$ cat src/core/pjd_pkg.sv
// Shared constants and types of the phase angle jump detector.
package pjd_pkg;

    // ==========================================================================
    // Timing
    // ==========================================================================
    localparam int unsigned CLK_PERIOD_NS     = 4;
    localparam int unsigned SAMPLES_PER_CYCLE = 64;  // Front end sampling density per channel.
    localparam int unsigned PHASOR_PERIOD_MS  = 5;
    localparam int unsigned ANGLE_WINDOW_MS   = 20;
    localparam int unsigned TRIP_PULSE_MS     = 20;
    localparam int unsigned TRIP_PULSE_CYC    = TRIP_PULSE_MS * 1000000 / CLK_PERIOD_NS;
    localparam int unsigned HIST_DEPTH        = ANGLE_WINDOW_MS / PHASOR_PERIOD_MS;

    // ==========================================================================
    // Widths and scaling (angles in 0.01 degree, voltages in 0.01 percent)
    // ==========================================================================
    localparam int unsigned NUM_CH     = 4;
    localparam int unsigned NUM_GROUPS = 8;
    localparam int unsigned ANGLE_W    = 16;
    localparam int unsigned STEP_W     = 17;
    localparam int unsigned MAG_W      = 16;
    localparam int unsigned SET_W      = 12;
    localparam int unsigned UV_W       = 14;
    localparam int unsigned RATIO_W    = 16;

    localparam logic signed [STEP_W-1:0] FULL_TURN = 17'sh08ca0;
    localparam logic signed [STEP_W-1:0] HALF_TURN = 17'sh04650;

    localparam logic [SET_W-1:0]   STEP_SET_MIN = 12'h005;
    localparam logic [SET_W-1:0]   STEP_SET_MAX = 12'hbb8;
    localparam logic [SET_W-1:0]   STEP_SET_DEF = 12'h1f4;
    localparam logic [UV_W-1:0]    UV_MIN       = 14'h0001;
    localparam logic [UV_W-1:0]    UV_MAX       = 14'h2710;
    localparam logic [UV_W-1:0]    UV_DEF       = 14'h251c;
    localparam logic [7:0]         RATIO_SCALE  = 8'h64;
    localparam logic [RATIO_W-1:0] RATIO_SAT    = 16'hffff;

    // ==========================================================================
    // Enumerations
    // ==========================================================================
    typedef enum logic [1:0] {
        ST_NORMAL  = 2'h0,
        ST_BLOCKED = 2'h1,
        ST_TRIP    = 2'h2,
        ST_ALARM   = 2'h3
    } pjd_status_type;

    typedef enum logic {
        STAGE_TRIP       = 1'b0,
        STAGE_TRIP_ALARM = 1'b1
    } pjd_stage_type;

    typedef enum logic [3:0] {
        SEL_ALL_PP = 4'h0, SEL_ANY_PP = 4'h1, SEL_PAIR1 = 4'h2, SEL_PAIR2 = 4'h3,
        SEL_PAIR3  = 4'h4, SEL_ALL_PE = 4'h5, SEL_ANY_PE = 4'h6, SEL_LINE1 = 4'h7,
        SEL_LINE2  = 4'h8, SEL_LINE3  = 4'h9, SEL_AUX    = 4'ha
    } pjd_chsel_type;

    typedef enum logic {
        FSM_WATCH = 1'b0,
        FSM_PULSE = 1'b1
    } pjd_state_type;

endpackage : pjd_pkg

$ cat src/core/pjd_step_if.sv
// Angle step results passed from the angle tracker to the decision logic.
`timescale 1ns/1ps
interface pjd_step_if;
    logic [pjd_pkg::NUM_CH-1:0][pjd_pkg::STEP_W-1:0] step;
    logic [pjd_pkg::NUM_CH-1:0][pjd_pkg::STEP_W-2:0] step_abs;
    logic                                            ready;

    modport producer (output step, output step_abs, output ready);
    modport consumer (input step, input step_abs, input ready);
endinterface : pjd_step_if

$ cat src/core/pjd_angle_track.sv
// Per channel angle history and wrapped angle step over the last window.
`timescale 1ns/1ps
module pjd_angle_track #(
    parameter int unsigned DEPTH = pjd_pkg::HIST_DEPTH
) (
    input  wire logic                                             sys_clk,
    input  wire logic                                             resetn,
    input  wire logic                                             phasor_valid,
    input  wire logic [pjd_pkg::NUM_CH-1:0][pjd_pkg::ANGLE_W-1:0] phase_angle,
    pjd_step_if.producer                                          res
);
    // The history shift needs at least two entries and the fill counter is three bits wide.
    if (DEPTH < 2 || DEPTH > 7) begin : g_chk
        $error("DEPTH must be 2 to 7");
    end

    typedef struct packed {
        logic [pjd_pkg::NUM_CH-1:0][DEPTH-1:0][pjd_pkg::ANGLE_W-1:0] hist;
        logic [2:0]                                                  fill;
        logic [pjd_pkg::NUM_CH-1:0][pjd_pkg::STEP_W-1:0]             step;
        logic [pjd_pkg::NUM_CH-1:0][pjd_pkg::STEP_W-2:0]             step_abs;
    } pjd_track_type;

    pjd_track_type st_r;
    pjd_track_type st_nxt;
    logic [pjd_pkg::NUM_CH-1:0][pjd_pkg::STEP_W-1:0] wrap;

    // ==========================================================================
    // Wrapped difference between the newest angle and the one a window earlier
    // ==========================================================================
    for (genvar c = 0; c < pjd_pkg::NUM_CH; c++) begin : g_ch
        logic signed [pjd_pkg::STEP_W-1:0] raw;
        // Differences beyond half a turn are folded back so a wrap at 180 degrees reads as a small step.
        assign raw = pjd_pkg::STEP_W'($signed(phase_angle[c])) - pjd_pkg::STEP_W'($signed(st_r.hist[c][DEPTH-1]));
        assign wrap[c] = (raw > pjd_pkg::HALF_TURN)  ? raw - pjd_pkg::FULL_TURN :
                         (raw < -pjd_pkg::HALF_TURN) ? raw + pjd_pkg::FULL_TURN : raw;
    end

    // Each fresh phasor set shifts the history and produces one new step per channel.
    always_comb begin
        st_nxt = st_r;
        if (phasor_valid) begin
            for (int c = 0; c < pjd_pkg::NUM_CH; c++) begin
                st_nxt.hist[c]     = {st_r.hist[c][DEPTH-2:0], phase_angle[c]};
                st_nxt.step[c]     = wrap[c];
                // A wrapped step never exceeds half a turn, so its magnitude fits one bit narrower.
                st_nxt.step_abs[c] = wrap[c][pjd_pkg::STEP_W-1] ? (pjd_pkg::STEP_W-1)'(-wrap[c])
                                                                : (pjd_pkg::STEP_W-1)'(wrap[c]);
            end
            if (st_r.fill != 3'(DEPTH)) begin
                st_nxt.fill = st_r.fill + 3'h1;
            end
        end
    end

    always_ff @(posedge sys_clk or negedge resetn) begin
        if (!resetn) begin
            st_r <= '0;
        end else begin
            st_r <= st_nxt;
        end
    end

    assign res.step     = st_r.step;
    assign res.step_abs = st_r.step_abs;
    assign res.ready    = (st_r.fill == 3'(DEPTH));
endmodule : pjd_angle_track

$ cat src/core/pjd_detector.sv
// Phase angle jump detector top: pick-up, blocking, trip pulse and status.
`timescale 1ns/1ps
module pjd_detector #(
    parameter int unsigned TRIP_PULSE_CYCLES = pjd_pkg::TRIP_PULSE_CYC
) (
    input  wire logic                                                   sys_clk,
    input  wire logic                                                   resetn,
    input  wire logic                                                   program_tick,
    input  wire logic                                                   phasor_valid,
    input  wire logic [pjd_pkg::NUM_CH-1:0][pjd_pkg::ANGLE_W-1:0]       phase_angle,
    input  wire logic [pjd_pkg::NUM_CH-1:0][pjd_pkg::MAG_W-1:0]         magnitude,
    input  wire logic                                                   line_mode_pe,
    input  wire logic                                                   block_in,
    input  wire logic [2:0]                                             active_group,
    input  wire logic [pjd_pkg::NUM_GROUPS-1:0][pjd_pkg::SET_W-1:0]     trip_step_set,
    input  wire logic [pjd_pkg::NUM_GROUPS-1:0][pjd_pkg::SET_W-1:0]     alarm_step_set,
    input  wire logic [pjd_pkg::NUM_GROUPS-1:0][pjd_pkg::UV_W-1:0]      uv_limit_set,
    input  wire logic [pjd_pkg::NUM_GROUPS-1:0][3:0]                    channel_select,
    input  wire logic                                                   stage_forcing_enable,
    input  wire logic [1:0]                                             force_status,
    input  wire logic                                                   stage_select,
    output      logic                                                   trip_out,
    output      logic                                                   alarm_out,
    output      logic                                                   blocked_out,
    output      logic [1:0]                                             status_out,
    output      logic                                                   selection_ok,
    output      logic [pjd_pkg::NUM_CH-1:0][pjd_pkg::STEP_W-1:0]        angle_step,
    output      logic [pjd_pkg::NUM_CH-1:0][pjd_pkg::RATIO_W-1:0]       step_ratio
);
    localparam int unsigned CNT_W = $clog2(TRIP_PULSE_CYCLES + 1);

    if (TRIP_PULSE_CYCLES < 2) begin : g_chk
        $error("TRIP_PULSE_CYCLES must be at least 2");
    end

    typedef struct packed {
        pjd_pkg::pjd_state_type                           fsm;
        logic [CNT_W-1:0]                                 cnt;
        logic                                             trip;
        logic                                             alarm;
        logic                                             blocked;
        logic [1:0]                                       status;
        logic                                             sel_ok;
        logic [pjd_pkg::NUM_CH-1:0][pjd_pkg::STEP_W-1:0]  step;
        logic [pjd_pkg::NUM_CH-1:0][pjd_pkg::RATIO_W-1:0] ratio;
    } pjd_main_type;

    pjd_main_type st_r;
    pjd_main_type st_nxt;

    pjd_step_if step_bus ();

    // ==========================================================================
    // Angle tracking
    // ==========================================================================
    // The phasor angles already come from the front end's 64 point sampling, refreshed every 5 ms.
    pjd_angle_track #(
        .DEPTH (pjd_pkg::HIST_DEPTH)
    ) u_track (
        .sys_clk      (sys_clk),
        .resetn       (resetn),
        .phasor_valid (phasor_valid),
        .phase_angle  (phase_angle),
        .res          (step_bus.producer)
    );

    // ==========================================================================
    // Active settings
    // ==========================================================================
    logic [pjd_pkg::SET_W-1:0] trip_set;
    logic [pjd_pkg::SET_W-1:0] alarm_set;
    logic [pjd_pkg::UV_W-1:0]  uv_set;
    logic [3:0]                sel;

    // Group-indexed settings switch over live; out of range step and undervoltage values are clamped to the legal span.
    always_comb begin
        trip_set  = trip_step_set[active_group];
        alarm_set = alarm_step_set[active_group];
        uv_set    = uv_limit_set[active_group];
        sel       = channel_select[active_group];
        if (trip_set < pjd_pkg::STEP_SET_MIN) trip_set = pjd_pkg::STEP_SET_MIN;
        if (trip_set > pjd_pkg::STEP_SET_MAX) trip_set = pjd_pkg::STEP_SET_MAX;
        if (alarm_set < pjd_pkg::STEP_SET_MIN) alarm_set = pjd_pkg::STEP_SET_MIN;
        if (alarm_set > pjd_pkg::STEP_SET_MAX) alarm_set = pjd_pkg::STEP_SET_MAX;
        if (uv_set < pjd_pkg::UV_MIN) uv_set = pjd_pkg::UV_MIN;
        if (uv_set > pjd_pkg::UV_MAX) uv_set = pjd_pkg::UV_MAX;
    end

    // ==========================================================================
    // Channel selection
    // ==========================================================================
    logic [pjd_pkg::NUM_CH-1:0] mask;
    logic                       need_all;
    logic                       mode_ok;

    // Line channels carry either pair or line-to-earth voltages; the choice must match the wiring.
    always_comb begin
        mask     = 4'h0;
        need_all = 1'b0;
        mode_ok  = 1'b1;
        case (sel)
            pjd_pkg::SEL_ALL_PP: begin mask = 4'h7; need_all = 1'b1; mode_ok = !line_mode_pe; end
            pjd_pkg::SEL_ANY_PP: begin mask = 4'h7; mode_ok = !line_mode_pe; end
            pjd_pkg::SEL_PAIR1:  begin mask = 4'h1; mode_ok = !line_mode_pe; end
            pjd_pkg::SEL_PAIR2:  begin mask = 4'h2; mode_ok = !line_mode_pe; end
            pjd_pkg::SEL_PAIR3:  begin mask = 4'h4; mode_ok = !line_mode_pe; end
            pjd_pkg::SEL_ALL_PE: begin mask = 4'h7; need_all = 1'b1; mode_ok = line_mode_pe; end
            pjd_pkg::SEL_ANY_PE: begin mask = 4'h7; mode_ok = line_mode_pe; end
            pjd_pkg::SEL_LINE1:  begin mask = 4'h1; mode_ok = line_mode_pe; end
            pjd_pkg::SEL_LINE2:  begin mask = 4'h2; mode_ok = line_mode_pe; end
            pjd_pkg::SEL_LINE3:  begin mask = 4'h4; mode_ok = line_mode_pe; end
            pjd_pkg::SEL_AUX:    begin mask = 4'h8; end
            default:             begin mask = 4'h0; mode_ok = 1'b0; end
        endcase
    end

    // ==========================================================================
    // Per channel comparison and ratio
    // ==========================================================================
    logic [pjd_pkg::NUM_CH-1:0]                       trip_exc;
    logic [pjd_pkg::NUM_CH-1:0]                       alarm_exc;
    logic [pjd_pkg::NUM_CH-1:0]                       under_v;
    logic [pjd_pkg::NUM_CH-1:0][pjd_pkg::RATIO_W-1:0] ratio;

    for (genvar c = 0; c < pjd_pkg::NUM_CH; c++) begin : g_cmp
        logic [23:0] quot;
        // Magnitude of the step is compared so leading and lagging jumps behave alike.
        assign trip_exc[c]  = step_bus.step_abs[c] >= 16'(trip_set);
        assign alarm_exc[c] = step_bus.step_abs[c] >= 16'(alarm_set);
        assign under_v[c]   = magnitude[c] < 16'(uv_set);
        // The divider runs every clock but only its tick-time value is kept, so it needs no pipeline.
        assign quot     = (24'(step_bus.step_abs[c]) * 24'(pjd_pkg::RATIO_SCALE)) / 24'(trip_set);
        assign ratio[c] = (quot > 24'(pjd_pkg::RATIO_SAT)) ? pjd_pkg::RATIO_SAT : quot[15:0];
    end

    logic pick_trip;
    logic pick_alarm;
    logic uv_block;

    // An all selection needs every chosen channel; any selection needs just one.
    assign pick_trip  = step_bus.ready && mode_ok && (need_all ? &(trip_exc | ~mask) : |(trip_exc & mask));
    assign pick_alarm = step_bus.ready && mode_ok && (need_all ? &(alarm_exc | ~mask) : |(alarm_exc & mask));
    assign uv_block   = |(under_v & mask);

    // ==========================================================================
    // Decision and trip pulse
    // ==========================================================================
    // Block is sampled only on the program tick, so it must settle before the tick that decides.
    always_comb begin
        st_nxt = st_r;
        if (program_tick) begin
            st_nxt.sel_ok  = mode_ok;
            st_nxt.step    = step_bus.step;
            st_nxt.ratio   = ratio;
            // An alarm pick-up only counts while the alarm stage is chosen.
            st_nxt.blocked = (pick_trip || (pick_alarm && stage_select == pjd_pkg::STAGE_TRIP_ALARM))
                             && (block_in || uv_block);
            st_nxt.alarm   = pick_alarm && !block_in && !uv_block
                             && (stage_select == pjd_pkg::STAGE_TRIP_ALARM);
        end
        unique case (st_r.fsm)
            pjd_pkg::FSM_WATCH: begin
                // The one stage trips on the tick itself with no definite delay.
                if (program_tick && pick_trip && !block_in && !uv_block) begin
                    st_nxt.fsm  = pjd_pkg::FSM_PULSE;
                    st_nxt.trip = 1'b1;
                    st_nxt.cnt  = '0;
                end
            end
            pjd_pkg::FSM_PULSE: begin
                // The pulse ends on its own; new pick-ups during it do not retrigger.
                if (st_r.cnt == CNT_W'(TRIP_PULSE_CYCLES - 1)) begin
                    st_nxt.fsm  = pjd_pkg::FSM_WATCH;
                    st_nxt.trip = 1'b0;
                end else begin
                    st_nxt.cnt = st_r.cnt + 1'b1;
                end
            end
        endcase
        // Forcing is a plain input, never group indexed, and overrides the reported status.
        if (stage_forcing_enable) begin
            st_nxt.status = force_status;
        end else if (st_nxt.trip) begin
            st_nxt.status = pjd_pkg::ST_TRIP;
        end else if (st_nxt.blocked) begin
            st_nxt.status = pjd_pkg::ST_BLOCKED;
        end else if (st_nxt.alarm) begin
            st_nxt.status = pjd_pkg::ST_ALARM;
        end else begin
            st_nxt.status = pjd_pkg::ST_NORMAL;
        end
    end

    always_ff @(posedge sys_clk or negedge resetn) begin
        if (!resetn) begin
            st_r <= '0;
        end else begin
            st_r <= st_nxt;
        end
    end

    assign trip_out     = st_r.trip;
    assign alarm_out    = st_r.alarm;
    assign blocked_out  = st_r.blocked;
    assign status_out   = st_r.status;
    assign selection_ok = st_r.sel_ok;
    assign angle_step   = st_r.step;
    assign step_ratio   = st_r.ratio;
endmodule : pjd_detector

$ cat config.mk
export PLATFORM = sky130hd
export DESIGN_NAME = pjd_detector
export DESIGN_NICKNAME = d
export VERILOG_FILES = /design/src/core/pjd_pkg.sv /design/src/core/pjd_step_if.sv /design/src/core/pjd_angle_track.sv /design/src/core/pjd_detector.sv
export SDC_FILE = /design/constraint.sdc
export NUM_CORES = 2
export LEC_CHECK = 0
export ABC_CLOCK_PERIOD_IN_PS = 84600
export BUFFER_PORTS_ARGS = -buffer_cell sky130_fd_sc_hd__buf_2
export CORE_MARGIN = 1
export CORE_UTILIZATION = 51
export CTS_BUF_LIST = sky130_fd_sc_hd__clkbuf_8
export DETAILED_ROUTE_END_ITERATION = 6
export PLACE_DENSITY = 0.77
export SYNTH_ARGS = -nofsm -noshare
export SYNTH_HDL_FRONTEND = slang
export SYNTH_SLANG_ARGS = --single-unit
$ cat constraint.sdc
create_clock -name sys_clk -period 84.6 [get_ports sys_clk]
set_input_delay 4.23 -clock sys_clk [delete_from_list [all_inputs] [get_ports sys_clk]]
set_output_delay 4.23 -clock sys_clk [all_outputs]
set_load 0.05 [all_outputs]
* Word-level counts from Yosys, hierarchy flattened
Cells that the tools add are included.
** Cells by class
- Shift operators :: 0
- Equality and inequality tests :: 15
- Div/mod/pow operators :: 4
- Multipliers :: 4
- $add $sub $neg :: 18
- Order comparisons :: 31
- Reductions and logical operators :: 31
- Mux-type cells :: 45
- Bitwise logic cells :: 7
** Operators with widths (number)
- two-way mux 17 bit :: 8
- greater-or-equal comparator 16 x 12 -> 1 bit :: 8
- two-way mux 16 bit :: 8
- divider 23 x 12 -> 24 bit :: 4
- greater-than comparator 24 x 16 -> 1 bit (second input constant) :: 4
- multiplier 16 x 5 -> 21 bit (second input constant) :: 4
- binary-select mux 12 bit (select 3 bit) :: 2
- two-way mux 12 bit :: 6
- adder 17 bit (second input constant) :: 4
- greater-than comparator 17 x 16 -> 1 bit (second input constant) :: 4
- < comparator 17 x 16 -> 1 bit (second input constant) :: 4
- subtractor 16 x 16 -> 17 bit :: 4
- subtractor 17 bit (second input constant) :: 4
- < comparator 16 x 14 -> 1 bit :: 4
- negation 16 bit :: 4
- case mux 25 bit (2 select lines) :: 1
- binary-select mux 14 bit (select 3 bit) :: 1
- two-way mux 14 bit :: 3
- two-way mux 25 bit :: 1
- greater-than comparator 12 bit (second input constant) :: 2
- < comparator 12 x 3 -> 1 bit (second input constant) :: 2
- adder 23 x 1 -> 23 bit (second input constant) :: 1
- equality test 23 bit (second input constant) :: 1
- two-way mux 23 bit :: 1
- 30 further kinds :: 70
** Storage, ports and cells
- Register bits :: 553
- Output and inout port bits :: 138
- Memory bits (read-only) :: 0
- RAM bits :: 0
- Bits in latches :: 0
- Memories :: 0

* Longest topological paths before layout
- Depth in word-level cells :: 19
- Gate-level depth with buffers :: 316

* Cells and area by module
A second synthesis with hierarchy kept.
** Unflattened totals
- Cell total of the unflattened synthesis :: 11545
- Area total of the unflattened synthesis :: 93123.1 um^2
** By module, submodules not included
- pjd_detector :: sequential area each 4053.9 um^2, cells an instance 9217, instances 1, area each 69684.3 um^2
- pjd_angle_track :: sequential area each 9684.3 um^2, cells an instance 2328, instances 1, area each 23438.7 um^2

* Least setup slack after synthesis
No wires, ideal clock.
- Kind :: input port to flip-flop
- Start point :: input port active_group[0]
- End point :: register st_r (netlist bit step_ratio[32])
- Stages :: 302
- Arrival time :: 67.751 ns
- Path buffers :: 33
- Setup slack :: 16.727 ns
- Library setup time :: 0.121 ns
- Cell sequence :: buf_2 buf_1 buf_1 clkbuf_1 clkbuf_1 o21ai_0 o21ai_0 o21ai_0 a21oi_1 inv_1 o21ai_0 clkbuf_1 ha_1 o21a_1 o21ai_0 nand2b_1 nand4_1 nor2_1 [... 266 more ...] a21o_1 a21oi_1 o21bai_1 a21o_1 nor4_1 nor4b_2 buf_2 o21ai_0 ha_1 a21o_1 a21o_1 a21oi_1 nand2_1 a2111oi_0 and4_1 nor2b_1 a2bb2oi_1 o2bb2ai_1
** On the way
- Longest elaborated chain between the ends :: 9
** RTL lines
- from (decl) :: RTL line pjd_detector.sv:14 : input wire logic [2:0] active_group,
- binary-select mux 12 bit (select 3 bit) (*) :: RTL line pjd_detector.sv:77 : trip_set = trip_step_set[active_group];
- two-way mux 12 bit (implied by the code) (*) :: RTL line pjd_detector.sv:77
- < comparator 12 x 3 -> 1 bit :: RTL line pjd_detector.sv:81 : if (trip_set < pjd_pkg::STEP_SET_MIN) trip_set = pjd_pkg::STEP_SET_MIN;
- two-way mux 12 bit (*) :: RTL line pjd_detector.sv:81
- greater-than comparator 12 bit :: RTL line pjd_detector.sv:82 : if (trip_set > pjd_pkg::STEP_SET_MAX) trip_set = pjd_pkg::STEP_SET_MAX;
- two-way mux 12 bit (*) :: RTL line pjd_detector.sv:82
- divider 23 x 12 -> 24 bit (*) :: RTL line pjd_detector.sv:132 : assign quot = (24'(step_bus.step_abs[c]) * 24'(pjd_pkg::RATIO_SCALE)) / 24'(trip_set);
- greater-than comparator 24 x 16 -> 1 bit :: RTL line pjd_detector.sv:133 : assign ratio[c] = (quot > 24'(pjd_pkg::RATIO_SAT)) ? pjd_pkg::RATIO_SAT : quot[15:0];
- two-way mux 16 bit (*) :: RTL line pjd_detector.sv:133
- to (signal assigned) :: RTL line pjd_detector.sv:198 : st_r <= st_nxt;
- to (decl) :: RTL line pjd_detector.sv:48 : pjd_main_type st_r;
Mark *: on every way between the ends. The rest lies on a longest branch, timed or not. The select of a mux whose other input is x is not followed.
A chain may end at the register's enable or synchronous reset.

* Final worst setup path
Ends and elaborated chain as after synthesis.

==> impl_summary.txt <==
----------------------------------------------------
[STA]
  Slew Limit Fails ... 0
  Tightest Pin Transition ... 1.28 ns
  Tmin final ... 71.59 ns
  Max-slew headroom ... 0.135
  Endpoints failing hold ... 0
  Final cycle utilization of the critical path ... 0.846
  Worst Skew ... 0.123 ns
  Final count of negative-setup-slack endpoints ... 0
  RSZ-0062 raised after global routing ... false
  Total negative slack ... 0 ns
  F_max ... 14.0 MHz

[Logic synthesis]
  Number of synthesized register bits ... 549
  Post-synthesis area per instance ... 8.11 µm²
  Portion of the post-synthesis area used by sequential elements ... 0.155
  Count of cell types in the netlist ... 136
  Share of synthesized flip-flops with an asynchronous set or reset ... 1.00
  Cell area after technology mapping ... 88400 µm²
  Main flop type after synthesis ... sky130_fd_sc_hd__dfrtp_1
  Synth warnings ... 0
  Cell count after synthesis ... 10.9k
  Number of synthesized flops with an enable pin ... 0

[Drt]
  Post-route ant nets ... 0
  Per-cell via count in the routed design ... 6.35
  Iter 0 DRT Violations ... 6957
  Routed vias ... 86.9k
  Number of iterations in the first detailed-routing pass ... 6
  Drt total wl ... 300 mm
  Routed wire length per instance ... 21.9 µm
  Count of unresolved DRC violations after routing ... 0

[Worst hold path]
  Worst min path class ... reg -> reg

[GRT]
  Maximum number of pins on one net before global-route repair ... 202
  Via count of the first global-routing pass ... 83.9k
  Number of antenna violations at the first check in global routing ... 33
  Global route total overflow ... 0
  GRT Resource Usage Total ... 0.331
  Wire length of the first global-routing pass ... 463 mm

[Finish]
  Filler cells ... 15.8k
  Combined area of the multi-input logic cells ... 70700 µm²
  Area Growth Syn to Fin ... 8.13%
  Nets ... 13.1k
  Reg area ... 13700 µm²
  Final core utilization ... 0.556
  Fraction of final layout cells sized beyond drive strength 1 ... 0.154

[CTS]
  Insertion delay of the later-clocked pin in the worst-skew pair ... 0.92 ns
  Number of buffers created by CTS ... 101
  Clock-pin slew of the registers on the worst-case setup and hold paths ... 0.07 ns
  Library cell used as clock root buffer ... sky130_fd_sc_hd__clkbuf_8
  Clock tree from TritonCTS ... built
  Maximum level of the CTS H-tree ... 3
  Longest Clk Path Bufs ... 3
  Hold-fix buffers, CTS ... 0
  Number of cells upsized or downsized after cts ... 0
  # clock sinks ... 549
  Post-CTS Setup Inserts ... 0

[Place]
  Number of port buffers ... 614
  Estimated wirelength of the detail-placed design ... 240 mm
  Global placer's final weighted congestion ... 1.01

[Job]
  Maxcap violations ... 0

[Floorplanning]
  Starting Density ... 0.514
  Horizontal extent of the die ... 418 µm
  Core region area ... 172000 µm²
  Die Y ... 418 µm
  Placement row count ... 152
  Ports ... 615
  Area of the die ... 175000 µm²

[Setup path]
  Capturing element type of the critical path ... register
  Element type at the critical path start ... input port
  Most used cell along the critical path ... sky130_fd_sc_hd__o21a_1
  Slowest CP cell ... sky130_fd_sc_hd__o31ai_2
  Required time of the critical path ... 85.32 ns
  Worst path arrival time ... 72.31 ns
  Critical path type ... in -> reg
  Maximum fanout count along the critical path ... 44
  Largest stage delay on the critical path ... 0.88 ns

[Outcome]
  Result of the run ... finished, final reports clean

----------------------------------------------------
[final timing paths]
kind	cells past startpoint	to	startpoint	slack, ns
max	281	step_ratio[32]	active_group[0]	13.01
min	2	u_track.st_r[325]	u_track.st_r[309]	0.43
max reg2reg	281	step_ratio[32]	u_track.res.step_abs[34]	15.83
min reg2reg	2	u_track.st_r[325]	u_track.st_r[309]	0.43
max in group asynchronous	4	step_ratio[43]	resetn	78.01
min in group asynchronous	1	u_track.st_r[165]	resetn	3.40
[synthesized netlist by cell type (all sizes together) (30+ instances only)]
library cell / number / area share
nor2b: 159 / 0.011
xnor2: 354 / 0.035
a31oi: 101 / 0.0072
nand4: 116 / 0.0083
nand2: 822 / 0.035
nor4: 58 / 0.0047
nor3: 544 / 0.032
a21oi: 778 / 0.044
a21boi: 40 / 0.0035
a211oi: 94 / 0.0082
o21ai: 569 / 0.032
nor2: 940 / 0.040
buf: 206 / 0.016
ha: 1339 / 0.19
o22ai: 48 / 0.0034
mux2: 542 / 0.069
inv: 496 / 0.021
mux2i: 120 / 0.014
o21a: 526 / 0.045
o21bai: 84 / 0.0072
or2: 115 / 0.0081
nand3: 170 / 0.0099
nand2b: 160 / 0.011
xor2: 219 / 0.022
fa: 52 / 0.012
o31ai: 220 / 0.019
or3: 96 / 0.0069
mux4: 71 / 0.018
clkbuf: 227 / 0.0097
dfrtp: 549 / 0.16
a21o: 225 / 0.019
a2111oi: 30 / 0.0039
and3: 75 / 0.0053
o211ai: 86 / 0.0074
and2: 91 / 0.0065
[cell families after synthesis]
family / after synthesis / synth area share
and+or+nand+nor: 3504 / 0.194
muxes: 733 / 0.101
DFF: 549 / 0.155
xor gates and xnor gates: 573 / 0.0568
other: 1 / 0.0000424
adders and majority gates: 1396 / 0.202
buffers and inverters: 929 / 0.0463
AOI/OAI and AO/OA: 3206 / 0.244
[state kept, by name, indices dropped and copies added, names as in the netlist]
name,cells
alarm_out,1
angle_step,68
blocked_out,1
selection_ok,1
st_r,24
status_out,2
step_ratio,64
trip_out,1
u_track.res.step,64
u_track.res.step_abs,64
u_track.st_r,259
[through the flow]
stage               instance area, µm²  instances  hold WS, ns  setup WS, ns
floorplan                        88400      10900        0.449         16.73
global placement                 93100      13500        0.459         14.96
detailed placement               93100      13500        0.467         13.56
CTS                              95500      13700        0.435         14.23
global route                     95500      13700        0.462          7.42
finish                           95600      13700        0.433         13.01
[layout make-up]
type                    instances  area share
multi-input cells            9416       0.740
flip-flops and latches        549       0.144
repair buffers                716      0.0409
well taps                    2310      0.0302
inverters                     496      0.0195
clock buffers                 124      0.0179
clock inverters                58     0.00690
diodes                         20    0.000524
[worst max-delay path: cells and delay by family]
family | cells | cell delay (ns)
AND/OR/NAND/NOR | 65 | 15.09
adder cells (fa/ha/maj) | 23 | 7.29
buffers and inverters | 12 | 2.91
multiplexers | 8 | 2.46
AO/OA/AOI/OAI | 173 | 40.20
[metal layers]
| layer | global-route usage | share of wire | wire (µm) |
|---|---|---|---|
| met1 | 0.429 | 0.43 | 129000 |
| met2 | 0.533 | 0.44 | 133000 |
| met3 | 0.0546 | 0.072 | 21600 |
| met4 | 0.160 | 0.054 | 16100 |
| met5 | 0 | 0.00040 | 119 |
[cells in the final DEF (no fill, tap or decap), drive strengths merged, types with 115 or more instances in the layout]
master,netlist,final
buf,206,716
mux2i,120,120
dfrtp,549,549
o31ai,220,220
nand2b,160,160
xnor2,354,354
nor3,544,544
nand3,170,170
mux2,542,542
xor2,219,219
ha,1339,1339
a21oi,778,778
a21o,225,225
or2,115,115
nor2b,159,159
o21ai,569,569
nand4,116,116
inv,496,522
nand2,822,822
clkbuf,227,124
nor2,940,940
o21a,526,526
Power is not shown: default switching activity piles up to over one toggle a cycle in this logic, so the estimate is an artifact.
